## src/proc_ctrl_pkg.sv

```systemverilog
/*
 * Package for the processor control register group: register indices, field
 * positions, reset values and timing counts.
 * Assumes a 32-bit AHB-Lite slave with each 16-bit register in the low
 * half of one aligned word; the byte address is four times the index.
 */
package proc_ctrl_pkg;
	// Register indices; the bus byte address is four times the index
	localparam logic [15:0] OFF_BANK = 16'hc002;
	localparam logic [15:0] OFF_REV = 16'hc004;
	localparam logic [15:0] OFF_SPEED = 16'hc008;
	localparam logic [15:0] OFF_POWER = 16'hc00a;
	// Bank register: base field and reset
	localparam int BANK_BASE_LSB = 4;
	localparam logic [15:0] BANK_RESET = 16'h0100;
	localparam logic [15:0] BANK_WMASK = 16'hfff0;
	// CPU divider
	localparam int DIV_W = 4;
	localparam logic [15:0] SPEED_RESET = 16'h000f;
	localparam logic [15:0] SPEED_WMASK = 16'h000f;
	// Power control fields
	localparam int PWR_USB2B = 15;
	localparam int PWR_USB2A = 14;
	localparam int PWR_USB1B = 13;
	localparam int PWR_USB1A = 12;
	localparam int PWR_OTG = 11;
	localparam int PWR_SERIAL = 9;
	localparam int PWR_SELECT = 8;
	localparam int PWR_HOSTRD = 7;
	localparam int PWR_PIN = 4;
	localparam int PWR_BOOST = 2;
	localparam int PWR_SLEEP = 1;
	localparam int PWR_HALT = 0;
	localparam logic [15:0] POWER_RESET = 16'h0000;
	localparam logic [15:0] POWER_WMASK = 16'hfb93;
	// Wake latency: resume within 0.5 ms of an enabled wake event
	localparam int CLK_MHZ = 100;
	localparam int WAKE_TIME_US_X10 = 5000;
	localparam int WAKE_CYCLES = WAKE_TIME_US_X10 * CLK_MHZ / 10;
	// AHB encodings
	localparam logic [1:0] HTRANS_NONSEQ = 2'h2;
endpackage

```

## src/proc_ctrl_regs.sv

```systemverilog
/*
 * Processor control registers: register bank base, silicon revision,
 * CPU clock divider and power/wake control, as an AHB-Lite slave.
 * Assumes wake and status inputs come from pins or other clock domains
 * and are synchronised here; host read strobe and interrupt request are on this clock.
 */
// Decided for this implementation: register access over AHB-Lite.
`timescale 1ns/1ps
module proc_ctrl_regs
	import proc_ctrl_pkg::*;
#(
	parameter logic [15:0] REVISION = 16'h0a5c, // Arbitrary value
	parameter int WAKE_DELAY = WAKE_CYCLES
) (
	// Clock and reset
	input wire logic i_mclk,
	input wire logic i_rst,
	// AHB-Lite slave
	input wire logic i_hsel,
	input wire logic [31:0] i_haddr,
	input wire logic [1:0] i_htrans,
	input wire logic i_hwrite,
	input wire logic [2:0] i_hsize,
	input wire logic [31:0] i_hwdata,
	input wire logic i_hready,
	output logic [31:0] o_hrdata,
	output logic o_hreadyout,
	output logic o_hresp,
	// General register address path
	input wire logic [3:0] i_gen_reg_num,
	output logic [15:0] o_gen_reg_addr,
	// Processor and power control
	output logic o_cpu_clk_en,
	output logic o_cpu_run,
	output logic o_sleep,
	output logic o_halt,
	output logic o_serial_drop_byte,
	// Wake sources and status
	input wire logic [3:0] i_usb_port_line,
	input wire logic i_otg_vbus_valid,
	input wire logic i_otg_id,
	input wire logic i_fast_serial_port_rx,
	input wire logic i_serial_select_low_n,
	input wire logic i_parallel_host_port_rd,
	input wire logic [1:0] i_pin_input_wake,
	input wire logic i_booster_rail_low,
	input wire logic i_irq_pending
);
	localparam int NSYNC = 11;
	typedef enum {PW_RUN, PW_HALT, PW_SLEEP, PW_WAKE} pw_t;

	logic [15:0] bank_q, bank_d, speed_q, speed_d, power_q, power_d;
	logic [NSYNC-1:0] s1_q, s2_q, s3_q, stable_q, stable_d;
	logic [NSYNC-1:0] async_in;
	logic ap_q, ap_d, aw_q, aw_d;
	logic [15:0] aoff_q, aoff_d;
	logic [31:0] rdata_q, rdata_d;
	logic [DIV_W-1:0] div_q, div_d;
	pw_t st_q, st_d;
	logic [31:0] wcnt_q, wcnt_d;
	logic drop_q, drop_d;
	logic wake_ev, wr_pwr;

	function automatic logic [15:0] read_reg(input logic [15:0] off, input logic [15:0] bk,
		input logic [15:0] sp, input logic [15:0] pw, input logic boost);
		logic [15:0] r;
		r = 16'h0000;
		case (off)
			OFF_BANK: r = bk;
			OFF_REV: r = REVISION;
			OFF_SPEED: r = sp;
			OFF_POWER: begin
				r = pw;
				r[PWR_BOOST] = boost;
			end
			default: r = 16'h0000;
		endcase
		return r;
	endfunction

	// Three-stage synchronisers; a change counts once stages two and three agree
	assign async_in = {i_booster_rail_low, i_pin_input_wake, i_serial_select_low_n,
		i_fast_serial_port_rx, i_otg_id, i_otg_vbus_valid, i_usb_port_line[0],
		i_usb_port_line[1], i_usb_port_line[2], i_usb_port_line[3]};
	always_comb begin
		stable_d = stable_q;
		for (int k = 0; k < NSYNC; k++) begin
			if (s2_q[k] == s3_q[k]) begin
				stable_d[k] = s3_q[k];
			end
		end
	end

	// Wake event decode; bit order matches async_in
	always_comb begin
		logic [NSYNC-1:0] tr;
		tr = stable_d ^ stable_q;
		wake_ev = 1'b0;
		if (power_q[PWR_USB1A] && tr[3]) wake_ev = 1'b1;
		if (power_q[PWR_USB1B] && tr[2]) wake_ev = 1'b1;
		if (power_q[PWR_USB2A] && tr[1]) wake_ev = 1'b1;
		if (power_q[PWR_USB2B] && tr[0]) wake_ev = 1'b1;
		if (power_q[PWR_OTG] && (tr[4] || tr[5])) wake_ev = 1'b1;
		if (power_q[PWR_SERIAL] && tr[6]) wake_ev = 1'b1;
		if (power_q[PWR_SELECT] && tr[7] && !stable_d[7]) wake_ev = 1'b1;
		if (power_q[PWR_HOSTRD] && i_parallel_host_port_rd) wake_ev = 1'b1;
		if (power_q[PWR_PIN] && (tr[8] || tr[9])) wake_ev = 1'b1;
	end

	// Bus slave: zero wait states, always OKAY
	always_comb begin
		ap_d = i_hready && i_hsel && (i_htrans == HTRANS_NONSEQ);
		aw_d = ap_d && i_hwrite;
		aoff_d = ap_d ? i_haddr[17:2] : aoff_q;
		bank_d = bank_q;
		speed_d = speed_q;
		power_d = power_q;
		wr_pwr = 1'b0;
		if (aw_q) begin
			case (aoff_q)
				OFF_BANK: begin
					bank_d = i_hwdata[15:0] & BANK_WMASK;
				end
				OFF_SPEED: speed_d = i_hwdata[15:0] & SPEED_WMASK;
				OFF_POWER: begin
					power_d = i_hwdata[15:0] & POWER_WMASK;
					wr_pwr = 1'b1;
				end
				default: ;
			endcase
		end
		// Sleep/halt bits self-clear when the mode ends; the halt bit only if no power register write lands in that cycle
		if (st_q == PW_WAKE && st_d == PW_RUN) begin
			power_d[PWR_SLEEP] = 1'b0;
		end
		if (st_q == PW_HALT && i_irq_pending && !wr_pwr) begin
			power_d[PWR_HALT] = 1'b0;
		end
		rdata_d = 32'h0000_0000;
		if (ap_d && !i_hwrite) begin
			rdata_d = {16'h0000, read_reg(i_haddr[17:2], bank_q, speed_q, power_q,
				stable_q[10])};
		end
	end

	// Divided processor clock enable; peripherals see the full rate
	always_comb begin
		if (div_q >= speed_q[DIV_W-1:0]) div_d = '0;
		else div_d = div_q + 1'b1;
	end

	// Power state machine
	always_comb begin
		st_d = st_q;
		wcnt_d = wcnt_q;
		drop_d = 1'b0;
		case (st_q)
			PW_RUN: begin
				if (wr_pwr && i_hwdata[PWR_SLEEP]) st_d = PW_SLEEP;
				else if (wr_pwr && i_hwdata[PWR_HALT]) st_d = PW_HALT;
			end
			PW_HALT: if (i_irq_pending) st_d = PW_RUN;
			PW_SLEEP: begin
				if (wake_ev) begin
					st_d = PW_WAKE;
					wcnt_d = 32'(WAKE_DELAY - 1);
					drop_d = 1'b1;
				end
			end
			PW_WAKE: begin
				if (wcnt_q == 32'h0000_0000) st_d = PW_RUN;
				else wcnt_d = wcnt_q - 32'h0000_0001;
			end
			default: st_d = PW_RUN;
		endcase
	end

	always_ff @(posedge i_mclk) begin
		s1_q <= async_in;
		s2_q <= s1_q;
		s3_q <= s2_q;
		if (i_rst) begin
			stable_q <= '0;
			ap_q <= 1'b0;
			aw_q <= 1'b0;
			aoff_q <= 16'h0000;
			rdata_q <= 32'h0000_0000;
			bank_q <= BANK_RESET;
			speed_q <= SPEED_RESET;
			power_q <= POWER_RESET;
			div_q <= '0;
			st_q <= PW_RUN;
			wcnt_q <= 32'h0000_0000;
			drop_q <= 1'b0;
		end else begin
			stable_q <= stable_d;
			ap_q <= ap_d;
			aw_q <= aw_d;
			aoff_q <= aoff_d;
			rdata_q <= rdata_d;
			bank_q <= bank_d;
			speed_q <= speed_d;
			power_q <= power_d;
			div_q <= div_d;
			st_q <= st_d;
			wcnt_q <= wcnt_d;
			drop_q <= drop_d;
		end
	end

	assign o_hrdata = rdata_q;
	assign o_hreadyout = 1'b1;
	assign o_hresp = 1'b0;
	assign o_gen_reg_addr = {bank_q[15:BANK_BASE_LSB], 4'h0}
		| {11'h000, i_gen_reg_num, 1'b0};
	assign o_cpu_clk_en = (div_q == '0) && (st_q == PW_RUN);
	assign o_cpu_run = (st_q == PW_RUN);
	assign o_sleep = (st_q == PW_SLEEP);
	assign o_halt = (st_q == PW_HALT);
	assign o_serial_drop_byte = drop_q;

	AST_DIV_PERIOD: assert property (@(posedge i_mclk) disable iff (i_rst)
		(div_q == '0) && $stable(speed_q) |=> $changed(speed_q)
		|| ((div_q == '0) == (speed_q[3:0] == 4'h0)))
		else $error("divider period wrong");
	AST_SPEED_WR: assert property (@(posedge i_mclk) disable iff (i_rst)
		aw_q && aoff_q == OFF_SPEED |=> speed_q[3:0] == $past(i_hwdata[3:0]))
		else $error("divider write lost");
	AST_SPEED_RESV: assert property (@(posedge i_mclk) disable iff (i_rst)
		(speed_q & ~SPEED_WMASK) == 16'h0000) else $error("speed reserved set");
	AST_PWR_RESV: assert property (@(posedge i_mclk) disable iff (i_rst)
		(power_q & ~POWER_WMASK) == 16'h0000) else $error("power reserved set");
	AST_SLEEP_BIT: assert property (@(posedge i_mclk) disable iff (i_rst)
		o_sleep |-> power_q[PWR_SLEEP]) else $error("sleep bit clear asleep");
	AST_DROP_ONE: assert property (@(posedge i_mclk) disable iff (i_rst)
		o_serial_drop_byte |=> !o_serial_drop_byte) else $error("drop too long");
	AST_HALT_NO_CLK: assert property (@(posedge i_mclk) disable iff (i_rst)
		o_halt |-> !o_cpu_clk_en && !o_cpu_run) else $error("cpu ran halted");
	AST_WAKE_NO_CLK: assert property (@(posedge i_mclk) disable iff (i_rst)
		st_q == PW_WAKE |-> !o_cpu_clk_en) else $error("cpu ran waking");
	AST_RESP_OKAY: assert property (@(posedge i_mclk) disable iff (i_rst)
		o_hreadyout && !o_hresp) else $error("bus response wrong");
	AST_BANK_LOW: assert property (@(posedge i_mclk) disable iff (i_rst)
		bank_q[3:0] == 4'h0) else $error("bank low bits set");
	AST_ADDR_LSB: assert property (@(posedge i_mclk) disable iff (i_rst)
		o_gen_reg_addr[0] == 1'b0) else $error("address bit zero set");
	AST_SLEEP_ENTER: assert property (@(posedge i_mclk) disable iff (i_rst)
		st_q == PW_RUN && wr_pwr && i_hwdata[1] |=> o_sleep) else $error("no sleep");
	AST_NO_RUN_SLEEP: assert property (@(posedge i_mclk) disable iff (i_rst)
		o_sleep |-> !o_cpu_clk_en) else $error("cpu ran asleep");
	AST_HALT_EXIT: assert property (@(posedge i_mclk) disable iff (i_rst)
		o_halt && i_irq_pending |=> o_cpu_run) else $error("halt stuck");
	AST_WAKE_DROP: assert property (@(posedge i_mclk) disable iff (i_rst)
		o_sleep && wake_ev |=> o_serial_drop_byte ##1 !o_sleep) else $error("wake miss");
	AST_RESET_PWR: assert property (@(posedge i_mclk)
		$past(i_rst) |-> power_q == 16'h0000 && bank_q == 16'h0100) else $error("reset");
	AST_REV_RO: assert property (@(posedge i_mclk) disable iff (i_rst)
		ap_q && !aw_q && aoff_q == OFF_REV |-> o_hrdata[15:0] == REVISION)
		else $error("revision changed");
	COV_SLEEP_WAKE: cover property (@(posedge i_mclk) o_sleep ##1 st_q == PW_WAKE);
	COV_HALT: cover property (@(posedge i_mclk) o_halt ##1 o_cpu_run);
	COV_DIV16: cover property (@(posedge i_mclk) speed_q == 16'h000f && o_cpu_clk_en);
	COV_BANK_WR: cover property (@(posedge i_mclk) aw_q && aoff_q == OFF_BANK);
	COV_HOST_WAKE: cover property (@(posedge i_mclk) o_sleep && i_parallel_host_port_rd);
endmodule

```

## config.mk

```make
export PLATFORM = sky130hd
export DESIGN_NAME = proc_ctrl_regs
export DESIGN_NICKNAME = d
export VERILOG_FILES = /design/src/proc_ctrl_pkg.sv /design/src/proc_ctrl_regs.sv
export SDC_FILE = /design/constraint.sdc
export NUM_CORES = 1
export LEC_CHECK = 0
export BUFFER_PORTS_ARGS = -buffer_cell sky130_fd_sc_hd__buf_2
export CAP_MARGIN = 40
export CORE_MARGIN = 5
export CORE_UTILIZATION = 46
export CTS_BUF_LIST = sky130_fd_sc_hd__clkbuf_8
export DETAILED_ROUTE_END_ITERATION = 10
export GPL_ROUTABILITY_DRIVEN = 0
export PLACE_DENSITY = 0.82
export SYNTH_ARGS = -nofsm -noshare
export SYNTH_HDL_FRONTEND = slang
export SYNTH_SLANG_ARGS = --single-unit
export TNS_END_PERCENT = 20
```

## constraint.sdc

```tcl
create_clock -name i_mclk -period 6.1 [get_ports i_mclk]
set_input_delay 0.61 -clock i_mclk [delete_from_list [all_inputs] [get_ports i_mclk]]
set_output_delay 0.61 -clock i_mclk [all_outputs]
set_load 0.02 [all_outputs]
```

### Word level (Yosys, flattened, before mapping)

Index checks and enable logic that the tools add are counted.
Widths: inputs -> output; s select.

* $add $sub $neg: 2
* order comparisons: 1
* reduce and logical (&&, ||, !) cells: 40
* bitwise gates (word level): 4
* eq/ne operators: 27
* multiplexer cells: 33

Operator list (number)
* $mux 32: 7
* $logic_not 32->1: 4
* $pmux 32 s4: 1
* $eq 16x16->1 const B: 7
* $eq 32x2->1 const B: 3
* $eq 32x3->1 const B: 2
* $pmux 16 s4: 1
* $pmux 32 s2: 1
* $eq 32x1->1 const B: 1
* $sub 32x1->32 const B: 1
* $mux 1: 23
* $logic_and 1x1->1: 20
* $or 16x5->16: 1
* $eq 1x1->1: 11
* $reduce_or 2->1: 5
* $xor 10x10->10: 1
* $reduce_and 2->1: 3
* $add 4x1->4 const B: 1
* $ge 4x4->1: 1
* $logic_not 4->1: 1
* $ne 2x2->1 const B: 2
* $logic_not 1->1: 3
* $reduce_and 3->1: 1
* $eq 2x2->1 const B: 1
* 3 further kinds: 5

* output and inout port bits: 55
* register bits after elaboration: 189
* input bits: 91

### Depth between registers and ports, before layout

Gate-level depths: netlist (run 1).

* depth after elaboration: 18
* gate-level depth with buffers: 11
* depth with buffers taken out: 9

### Least setup slack after synthesis (run 1)

No wires, ideal clock.

* kind: register -> output
* start point: register st_q[9]
* end point: output o_cpu_clk_en
* arrival: 2032 ps
* data required time: 5490 ps
* stages on the path, launching flop included: 7
* setup slack: 3458 ps
* cells stage by stage: dfxtp_1 -> nor4_1 -> nand4_1 -> or2_2 -> clkbuf_1 -> nor3_1 -> and3_1

* longest elaborated chain between the ends: 2

RTL lines
* from (decl): RTL line proc_ctrl_regs.sv:59 `pw_t st_q, st_d;`
* from (signal assigned): RTL line proc_ctrl_regs.sv:205 `st_q <= st_d;`
* $logic_not 32->1
* named net o_cpu_run: RTL line proc_ctrl_regs.sv:34 `output logic o_cpu_run,`
* $logic_and 1x1->1: RTL line proc_ctrl_regs.sv:216 `assign o_cpu_clk_en = (div_q == '0) && (st_q == PW_RUN);`
* to (decl): RTL line proc_ctrl_regs.sv:33 `output logic o_cpu_clk_en,`

The timed path passes the listed nets, and every way through them passes these cells.

### Final worst setup path (run 1)

* start point: register st_q[9]
* end point: output o_cpu_clk_en

* longest elaborated chain between the ends: 2

RTL lines (RTL line)
* $logic_not 32->1: proc_ctrl_regs.sv:216
* $logic_and 1x1->1: proc_ctrl_regs.sv:216

Every way passes these cells.

==> results of run 1 <==
## worst paths after layout
| path | startpoint | end | slack, ns |
|---|---|---|---|
| hold reg to reg | s1_q[8]$_DFF_P_ | s2_q[8]$_DFF_P_ | 0.33 |
| hold / removal | i_serial_select_low_n | s1_q[7]$_DFF_P_ | 0.25 |
| setup reg to reg | s3_q[5]$_DFF_P_ | wcnt_q[11]$_SDFFE_PP0P_ | 3.20 |
| setup / recovery | st_q[9]$_SDFF_PP0_ | o_cpu_clk_en | 3.17 |
## power groups by stage
stage / Combinational (mW) / Clock, mW / Sequential, mW
final: 0.0804 / 0.961 / 1.18
after global placement: 0.0773 / 0 / 1.20
after floorplan: 0.0611 / 0 / 1.20
after global routing: 0.0907 / 1.03 / 1.18
after CTS: 0.0797 / 0.976 / 1.18
after detailed placement: 0.0787 / 0 / 1.20
## layer usage
layer,wire length (um),vias to the layer above,part of all wire [%]
li1,-,2527,-
met1,6260,2349,45
met2,6530,156,47
met3,953,22,6.8
met4,175,0,1.3
met5,0,-,0
## cells in the mapped netlist, drive strengths merged (5+ instances only)
library cell | instances | area (um^2)
and4b | 5 | 50.1
nor3 | 16 | 80.1
nand4 | 17 | 113
nand2b | 9 | 56.3
nand3 | 17 | 100
dfxtp | 173 | 3460
nor4b | 6 | 52.6
buf | 44 | 323
or2 | 6 | 37.5
and3 | 7 | 43.8
o31ai | 6 | 45.0
a31oi | 7 | 43.8
or4 | 8 | 63.8
a21oi | 60 | 300
inv | 17 | 63.8
nor4 | 16 | 121
nor2 | 68 | 255
nor2b | 8 | 50.1
or3 | 6 | 37.5
mux2i | 23 | 230
xor2 | 16 | 140
o21ai | 15 | 75.1
clkbuf | 17 | 65.1
nand2 | 82 | 308
ha | 7 | 87.6
## critical path, delay by kind of cell (launching register included)
kind | cells | cell delay, ns
and+or+nand+nor | 5 | 1.40
DFF | 1 | 0.31
buffers and inverters | 1 | 0.17
## registers in the layout, summed over array words and instances, names as in the netlist, 11 cells and up
name      flops
st_q         32
wcnt_q       32
aoff_q       16
o_hrdata     16
bank_q       12
power_q      11
s1_q         11
s2_q         11
s3_q         11
stable_q     11
## cell type report
class                   count  area [um^2]
fillers                  1238         6380
clock inverters            15          260
repair buffers             89          455
flip-flops and latches    173         3460
clock buffers              17          234
well taps                 180          225
inverters                  17         63.8
multi-input cells         492         2800
## kinds of logic after synthesis
| group | Yosys count | share of synthesized area [%] |
|---|---|---|
| buf+inv | 78 | 6.92 |
| mux | 26 | 4.04 |
| flops | 173 | 53.0 |
| fa+ha+maj | 7 | 1.34 |
| other cells | 2 | 0.115 |
| xor+xnor | 18 | 2.41 |
| compound gates | 110 | 9.83 |
| simple gates | 282 | 22.3 |
## through the flow
stage	util (%)	std cells
after floorplan	-	743
after global placement	50.5	951
after detailed placement	50.5	951
after CTS	54.0	983
after global routing	54.0	983
final	54.0	983
==> impl_metrics.toml, run 1 <==
[status]
status = "completed"

[sta]
whs_ns = 0.248
finClkSkew_ns = 0.0160
finalHoldViolations = 0
rsz0062_at_grt = "false"
period_share_pct = 48.0
fmax_ghz = 0.341
setup_viol = 0
fin_crit_ns = 2.93
tightest_slew_ns = 0.831
drv_slew = 0
slew-limit-headroom_pct = 44.2
tns_ns = 0
layout_setup_ws_ns = 3.17

[global_routing]
busiest_layer = "met2"
grt_pass1_vias = 4918
grtUsageMet3_pct = 4.58
grt_use_met1_pct = 22.7
antenna_found_initial = 0
grt_usage_pct = 17.2
overflow = 0
grt_start_max_net_pins = 42
grt_pass1_wl_um = 23000
grt_use_met2_pct = 27.4

[logic_synthesis]
synth_seq_cells = 173
synth_ff_type = "dfxtp_1"
yosysWarningCount = 0
synth_edf_count = 0
async_reset_ff_share_pct = 0
yosysUniqueCellTypes = 58
netlist_instances = 696
ys_seq_area_share_pct = 53.0
syn_area_per_cell_um2 = 9.38
syn_area_um2 = 6530

[min_path]
holdPathStages = 1
hold_class = "in -> reg"

[clock_tree]
cts_hold_buffers = 0
cts.htree.levels = 4
clock_path_buffers = 2
path_clk_slew_ns = 0.10
postCtsSetupBuffers = 0
post_cts_resized = 0
numCtsBuffers = 17
tritoncts = "built"
clk_latency_ns = 0.46
cts_sinks = 173
clock-root-buffer = "clkbuf_8"

[placed_design]
dp_slack_ns = 3.17
portBuffers = 85
dpl.hpwl_um = 9550
dpl_cell_area_um2 = 7010

[worst_setup_path]
cp_max_fo = 6
criticalPathCategory = "reg -> out"
cp.arrival_ns = 2.32
endpoint_kind = "primary output"
slowest_delay_ns = 0.37
crit_chain = "nor4_1, nand4_1, or2_2, nor3_1, and3_1, buf_2"
rr_worst_depth = 7
slowest_stage = "or2_2"
cp.required_ns = 5.49
cp-start-kind = "flop"

[power]
p_sw_mw = 0.492
p_int_mw = 1.73
swShare_pct = 22.2
power_leakage_nw = 3.13
pwr-share-seq_pct = 53.0
combPwrFrac_pct = 3.6
finalPower_mw = 2.22
p_per_area_nw_per_um2 = 296
p_clk_share_pct = 43.3
irDropWorstVdd_mv = 0.181

[die]
die-area_um2 = 16700
io-pin-count = 146
rows = 43
core_area_um2 = 13900
die_h_um = 129
initial_core_util_pct = 47.1
die_w_um = 129

[final_layout]
area_delta_synth_final_pct = 14.9
final_common_cell = "dfxtp_1"
antenna_cells = 0
drive_gt1_share_pct = 17.2
fin_area_um2 = 7500
nets = 888
layout_common_cells = "dfxtp_1 (173), buf_2 (85), nand2_1 (82), nor2_1 (68), a21oi_1 (60)"

[detailed_routing]
first_iter_violations = 330
drc = 0
vias = 5054
drtPass1Iterations = 5
routed_wl_um = 13900
wl_per_cell_um = 14.2
ant_nets = 0
routed_via_density = 5.14

[job]
drv_cap = 0
Note: power is estimated with default switching activity, not from simulation.
==> inputs of run 2 (changes only) <==
--- a/config.mk
+++ b/config.mk
@@ -12,7 +12,7 @@
 export CTS_BUF_LIST = sky130_fd_sc_hd__clkbuf_8
 export DETAILED_ROUTE_END_ITERATION = 10
 export GPL_ROUTABILITY_DRIVEN = 0
-export PLACE_DENSITY = 0.82
+export PLACE_DENSITY = 0.84
 export SYNTH_ARGS = -nofsm -noshare
 export SYNTH_HDL_FRONTEND = slang
 export SYNTH_SLANG_ARGS = --single-unit
==> constraint.sdc (replaced) <==
create_clock -name i_mclk -period 2.44 [get_ports i_mclk]
set_input_delay 0.244 -clock i_mclk [delete_from_list [all_inputs] [get_ports i_mclk]]
set_output_delay 0.244 -clock i_mclk [all_outputs]
set_load 0.02 [all_outputs]
==> run 2 against run 1 <==
- combinational power grew to 2.9 times the previous value
- wire length grew 4.7%
- global-route usage grew 0.87 points
- largest power group unchanged
- register-to-register slack lost 3.1 ns
- non-clock buffer count grew 44
- first-iteration DRC count grew 1.5%
- cell count grew 4.5%
- design area grew 6.0%
- clock skew shrank 0.0042 ns
- sequential power grew 150%
==> impl_metrics.toml, run 2 (synthesis gave the netlist of run 1 again) <==
[worst_setup_path]
cp.required_ns = 2.20
cp.arrival_ns = 2.12
rr_worst_depth = 8
criticalPathCategory = "reg -> out"
endpoint_kind = "primary output"
cp_max_fo = 5
cp-start-kind = "flop"

[die]
die-area_um2 = 16700
io-pin-count = 146
initial_core_util_pct = 47.1
core_area_um2 = 13900
rows = 43
die_h_um = 129
die_w_um = 129

[sta]
finClkSkew_ns = 0.0118
drv_slew = 0
setup_viol = 0
finalHoldViolations = 0
fin_crit_ns = 2.36
fmax_ghz = 0.424
slew-limit-headroom_pct = 63.5
tightest_slew_ns = 0.542
tns_ns = 0
period_share_pct = 96.7

[global_routing]
grt_pass1_vias = 5080
grt_pass1_wl_um = 24000
grt_start_max_net_pins = 43
overflow = 0
grt_usage_pct = 18.1
antenna_found_initial = 1

[final_layout]
drive_gt1_share_pct = 20.8
final_common_cell = "dfxtp_1"
reg.largest.list = "st_q: 32 flops, wcnt_q: 32 flops"
area_delta_synth_final_pct = 21.8
fin_cells = 1027
nets = 932
layout_common_cells = "dfxtp_1 (172), buf_2 (84), nand2_1 (82), nor2_1 (68), a21oi_1 (59)"

[detailed_routing]
routed_wl_um = 14600
drc = 0
drtPass1Iterations = 5
wl_per_cell_um = 14.2
first_iter_violations = 335
ant_nets = 0
routed_via_density = 5.12
vias = 5261

[power]
p_per_area_nw_per_um2 = 694
irDropWorstVdd_mv = 0.650
power_leakage_nw = 3.33

[min_path]
holdPathStages = 3
hold_class = "in -> reg"

[clock_tree]
clock-root-buffer = "clkbuf_8"
cts_sinks = 173
clk_latency_ns = 0.46
clock_path_buffers = 2
numCtsBuffers = 17
cts.htree.levels = 4
path_clk_slew_ns = 0.09
tritoncts = "built"

[placed_design]
dp.cells = 975
dpl.hpwl_um = 10100
portBuffers = 85

[status]
status = "completed"

[job]
drv_cap = 0
[run 2: cell types whose count changed in the layout (fill, tap and decap cells not counted), sizes merged]
cell,change
buf,+29
diode,+1
clkinv,-1
dlygate4sd3,+15
[run 2: repair_timing]
action / in CTS / in global routing
pin swaps: 1 / 6
hold buffers: 14 / 1
setup endpoints to repair: 3 / 42
resized for setup: 6 / 11
endpoints found under the hold margin: 14 / 1
buffers inserted: 1 / 4
[run 2: layout make-up]
| cell class | instances | area, um^2 |
|---|---|---|
| antenna | 1 | 2.50 |
| clock buffer | 17 | 234 |
| timing repair buffer | 133 | 838 |
| clock inverter | 14 | 240 |
| fill | 1173 | 5930 |
| multi-input combinational | 492 | 2890 |
| inverter | 17 | 63.8 |
| tap | 180 | 225 |
| sequential | 173 | 3460 |
[run 2: stage by stage]
step | total power, mW | instance area [um^2] | hold WS (ns) | setup WS, ns | util, %
after floorplan | 3.15 | 6710 | 0.272 | 0.164 | -
after global placement | 3.20 | 7200 | 0.310 | 0.161 | 51.9
after detailed placement | 3.21 | 7200 | 0.312 | 0.140 | 51.9
after CTS | 5.55 | 7860 | 0.00350 | 0.00288 | 56.6
after global routing | 5.74 | 7950 | 0.00974 | -0.0438 | 57.3
final | 5.52 | 7950 | 0.0318 | 0.0808 | 57.3
[run 2: power breakdown]
part / switching (mW) / internal, mW / leakage [nW]
clock: 1.02 / 1.32 / 0.238
sequential: 0.0485 / 2.90 / 1.42
combinational: 0.135 / 0.0944 / 1.67
[run 2: final timing paths]
path	start	to	slack, ns
max	st_q[17]$_SDFF_PP0_	o_cpu_clk_en	0.08
min	i_hwdata[6]	bank_q[6]$_SDFFE_PP0P_	0.03
min reg2reg	s1_q[4]$_DFF_P_	s2_q[4]$_DFF_P_	0.33
max reg2reg	s2_q[5]$_DFF_P_	wcnt_q[2]$_SDFFE_PP0P_	0.14
[run 2: metal layers]
metal | wire length [um] | vias up | global-route usage, %
li1 | - | 2607 | -
met1 | 6380 | 2479 | 22.9
met2 | 7060 | 154 | 29.8
met3 | 867 | 21 | 4.95
met4 | 261 | 0 | 6.05
met5 | 0 | - | 0
[run 2: critical path: stages (launching register included)]
cell	delay, ns
dfxtp_1	0.33
nor4_4	0.32
nand4_1	0.17
or2_4	0.31
nor3_4	0.18
and3_4	0.22
buf_4	0.13
==> inputs of run 3 (changes only) <==
--- a/config.mk
+++ b/config.mk
@@ -12,6 +12,7 @@
 export CTS_BUF_LIST = sky130_fd_sc_hd__clkbuf_8
 export DETAILED_ROUTE_END_ITERATION = 10
 export GPL_ROUTABILITY_DRIVEN = 0
+export GPL_TIMING_DRIVEN = 0
 export PLACE_DENSITY = 0.84
 export SYNTH_ARGS = -nofsm -noshare
 export SYNTH_HDL_FRONTEND = slang
==> run 3 against run 2 <==
- register-to-register slack got worse by 0.04 ns
- sequential share of layout area decreased by 0.80 points
- sequential power about the same
- first-iteration DRC count increased by 1.5%
- global-route usage increased by 0.48 points
- non-clock buffer count increased by 29
- critical path depth unchanged
- fmax about the same
- hold slack got worse by 0.0048 ns
- critical path type unchanged
==> impl_metrics.toml, run 3 (synthesis gave the netlist of run 1 again) <==
[sta]
finalHoldViolations = 0
period_share_pct = 96.7
setup_viol = 0
drv_slew = 0
whs_ns = 0.0270
slew-limit-headroom_pct = 44.5
fmax_ghz = 0.424
finClkSkew_ns = 0.0136
tns_ns = 0
fin_crit_ns = 2.36
rsz0062_at_grt = "true"
tightest_slew_ns = 0.831

[worst_setup_path]
cp-start-kind = "flop"
endpoint_kind = "primary output"
cp.arrival_ns = 2.12
cp.required_ns = 2.20
rr_worst_depth = 10
criticalPathCategory = "reg -> out"
cp_max_fo = 3

[detailed_routing]
first_iter_violations = 340
ant_nets = 0
vias = 5469
routed_wl_um = 15400
routed_via_density = 5.18
drtPass1Iterations = 7
wl_per_cell_um = 14.6
drc = 0

[final_layout]
drive_gt1_share_pct = 23.5
antenna_cells = 0
fillers = 1192
reg.largest.list = "st_q: 32 flops, wcnt_q: 32 flops"
area_delta_synth_final_pct = 24.1
nets = 961
final_common_cell = "dfxtp_1"
layout_common_cells = "dfxtp_1 (171), buf_2 (88), nand2_1 (82), nor2_1 (64), a21oi_1 (60)"
seqCellArea_um2 = 3470
multi_input_area_um2 = 2940
fin_area_um2 = 8110

[power]
power_leakage_nw = 3.43
irDropWorstVdd_mv = 0.483
p_per_area_nw_per_um2 = 656

[global_routing]
grt_start_max_net_pins = 17
grt_use_met2_pct = 31.8
busiest_layer = "met2"
overflow = 0
grt_pass1_wl_um = 24900
grt_usage_pct = 18.5
grtUsageMet3_pct = 4.25
grt_use_met1_pct = 22.9
antenna_found_initial = 0
grt_pass1_vias = 5310

[clock_tree]
numCtsBuffers = 17
clock-root-buffer = "clkbuf_8"
cts.htree.levels = 4
clock_path_buffers = 2
clk_latency_ns = 0.46
path_clk_slew_ns = 0.09
tritoncts = "built"
cts_sinks = 173

[die]
io-pin-count = 146
core_area_um2 = 13900
rows = 43
die_h_um = 129
die-area_um2 = 16700
initial_core_util_pct = 47.1
die_w_um = 129

[job]
drv_cap = 0

[min_path]
holdPathStages = 3
hold_class = "in -> reg"

[placed_design]
dpl.hpwl_um = 10800
dpl_cell_area_um2 = 7360
portBuffers = 86

[status]
status = "completed"
[run 3: report_power, final]
group	switching (mW)	internal [mW]	leakage [nW]
sequential	0.0503	2.90	1.42
clock	1.03	1.08	0.224
combinational	0.147	0.117	1.79
total	1.23	4.09	3.43
[run 3: cell type report]
cell class,count,area share (%)
repair buffers,103,7.29
clock buffers,19,3.23
well taps,180,2.78
multi-input cells,492,36.2
clock inverters,13,2.02
flip-flops and latches,173,42.8
inverters,17,0.787
plain buffers,59,4.92
[run 3: critical path, cell delays in order, from the launching register on]
cell     delay, ns
dfxtp_1       0.34
nor4_4        0.29
nand4_1       0.23
or2_4         0.33
nor3_4        0.13
and3_4        0.21
buf_4         0.13
[run 3: routing by layer]
metal | vias up | wire (um) | part of all wire [%]
met3 | 31 | 1110 | 7.2
met5 | - | 0 | 0
met4 | 0 | 381 | 2.5
li1 | 2678 | - | -
met1 | 2556 | 6330 | 41
met2 | 204 | 7550 | 49
[run 3: path summary, 6_finish.rpt]
check	startpoint	slack (ns)	end
worst max-delay path	st_q[6]$_SDFF_PP0_	0.08	o_cpu_clk_en
worst min-delay path	i_hwdata[3]	0.03	speed_q[3]$_SDFFE_PP1P_
worst max register to register	stable_q[3]$_SDFF_PP0_	0.10	wcnt_q[21]$_SDFFE_PP0P_
worst min register to register	s1_q[9]$_DFF_P_	0.32	s2_q[9]$_DFF_P_
[run 3: stage by stage]
step	worst slack, ns	cells	util (%)	power (mW)
final	0.0796	1056	58.4	5.32
after global routing	-0.0820	1056	58.4	5.51
after CTS	-0.0541	1052	57.4	5.33
after detailed placement	-0.384	1009	53.0	3.24
after global placement	-0.363	1009	53.0	3.23
after floorplan	0.164	743	-	3.15
[run 3: timing repair]
item	in CTS	in global routing
buffers inserted	0	5
hold buffers	12	0
pin swaps	4	13
gates resized for setup	15	29
hold endpoints to repair	12	0
setup endpoints to repair	47	51
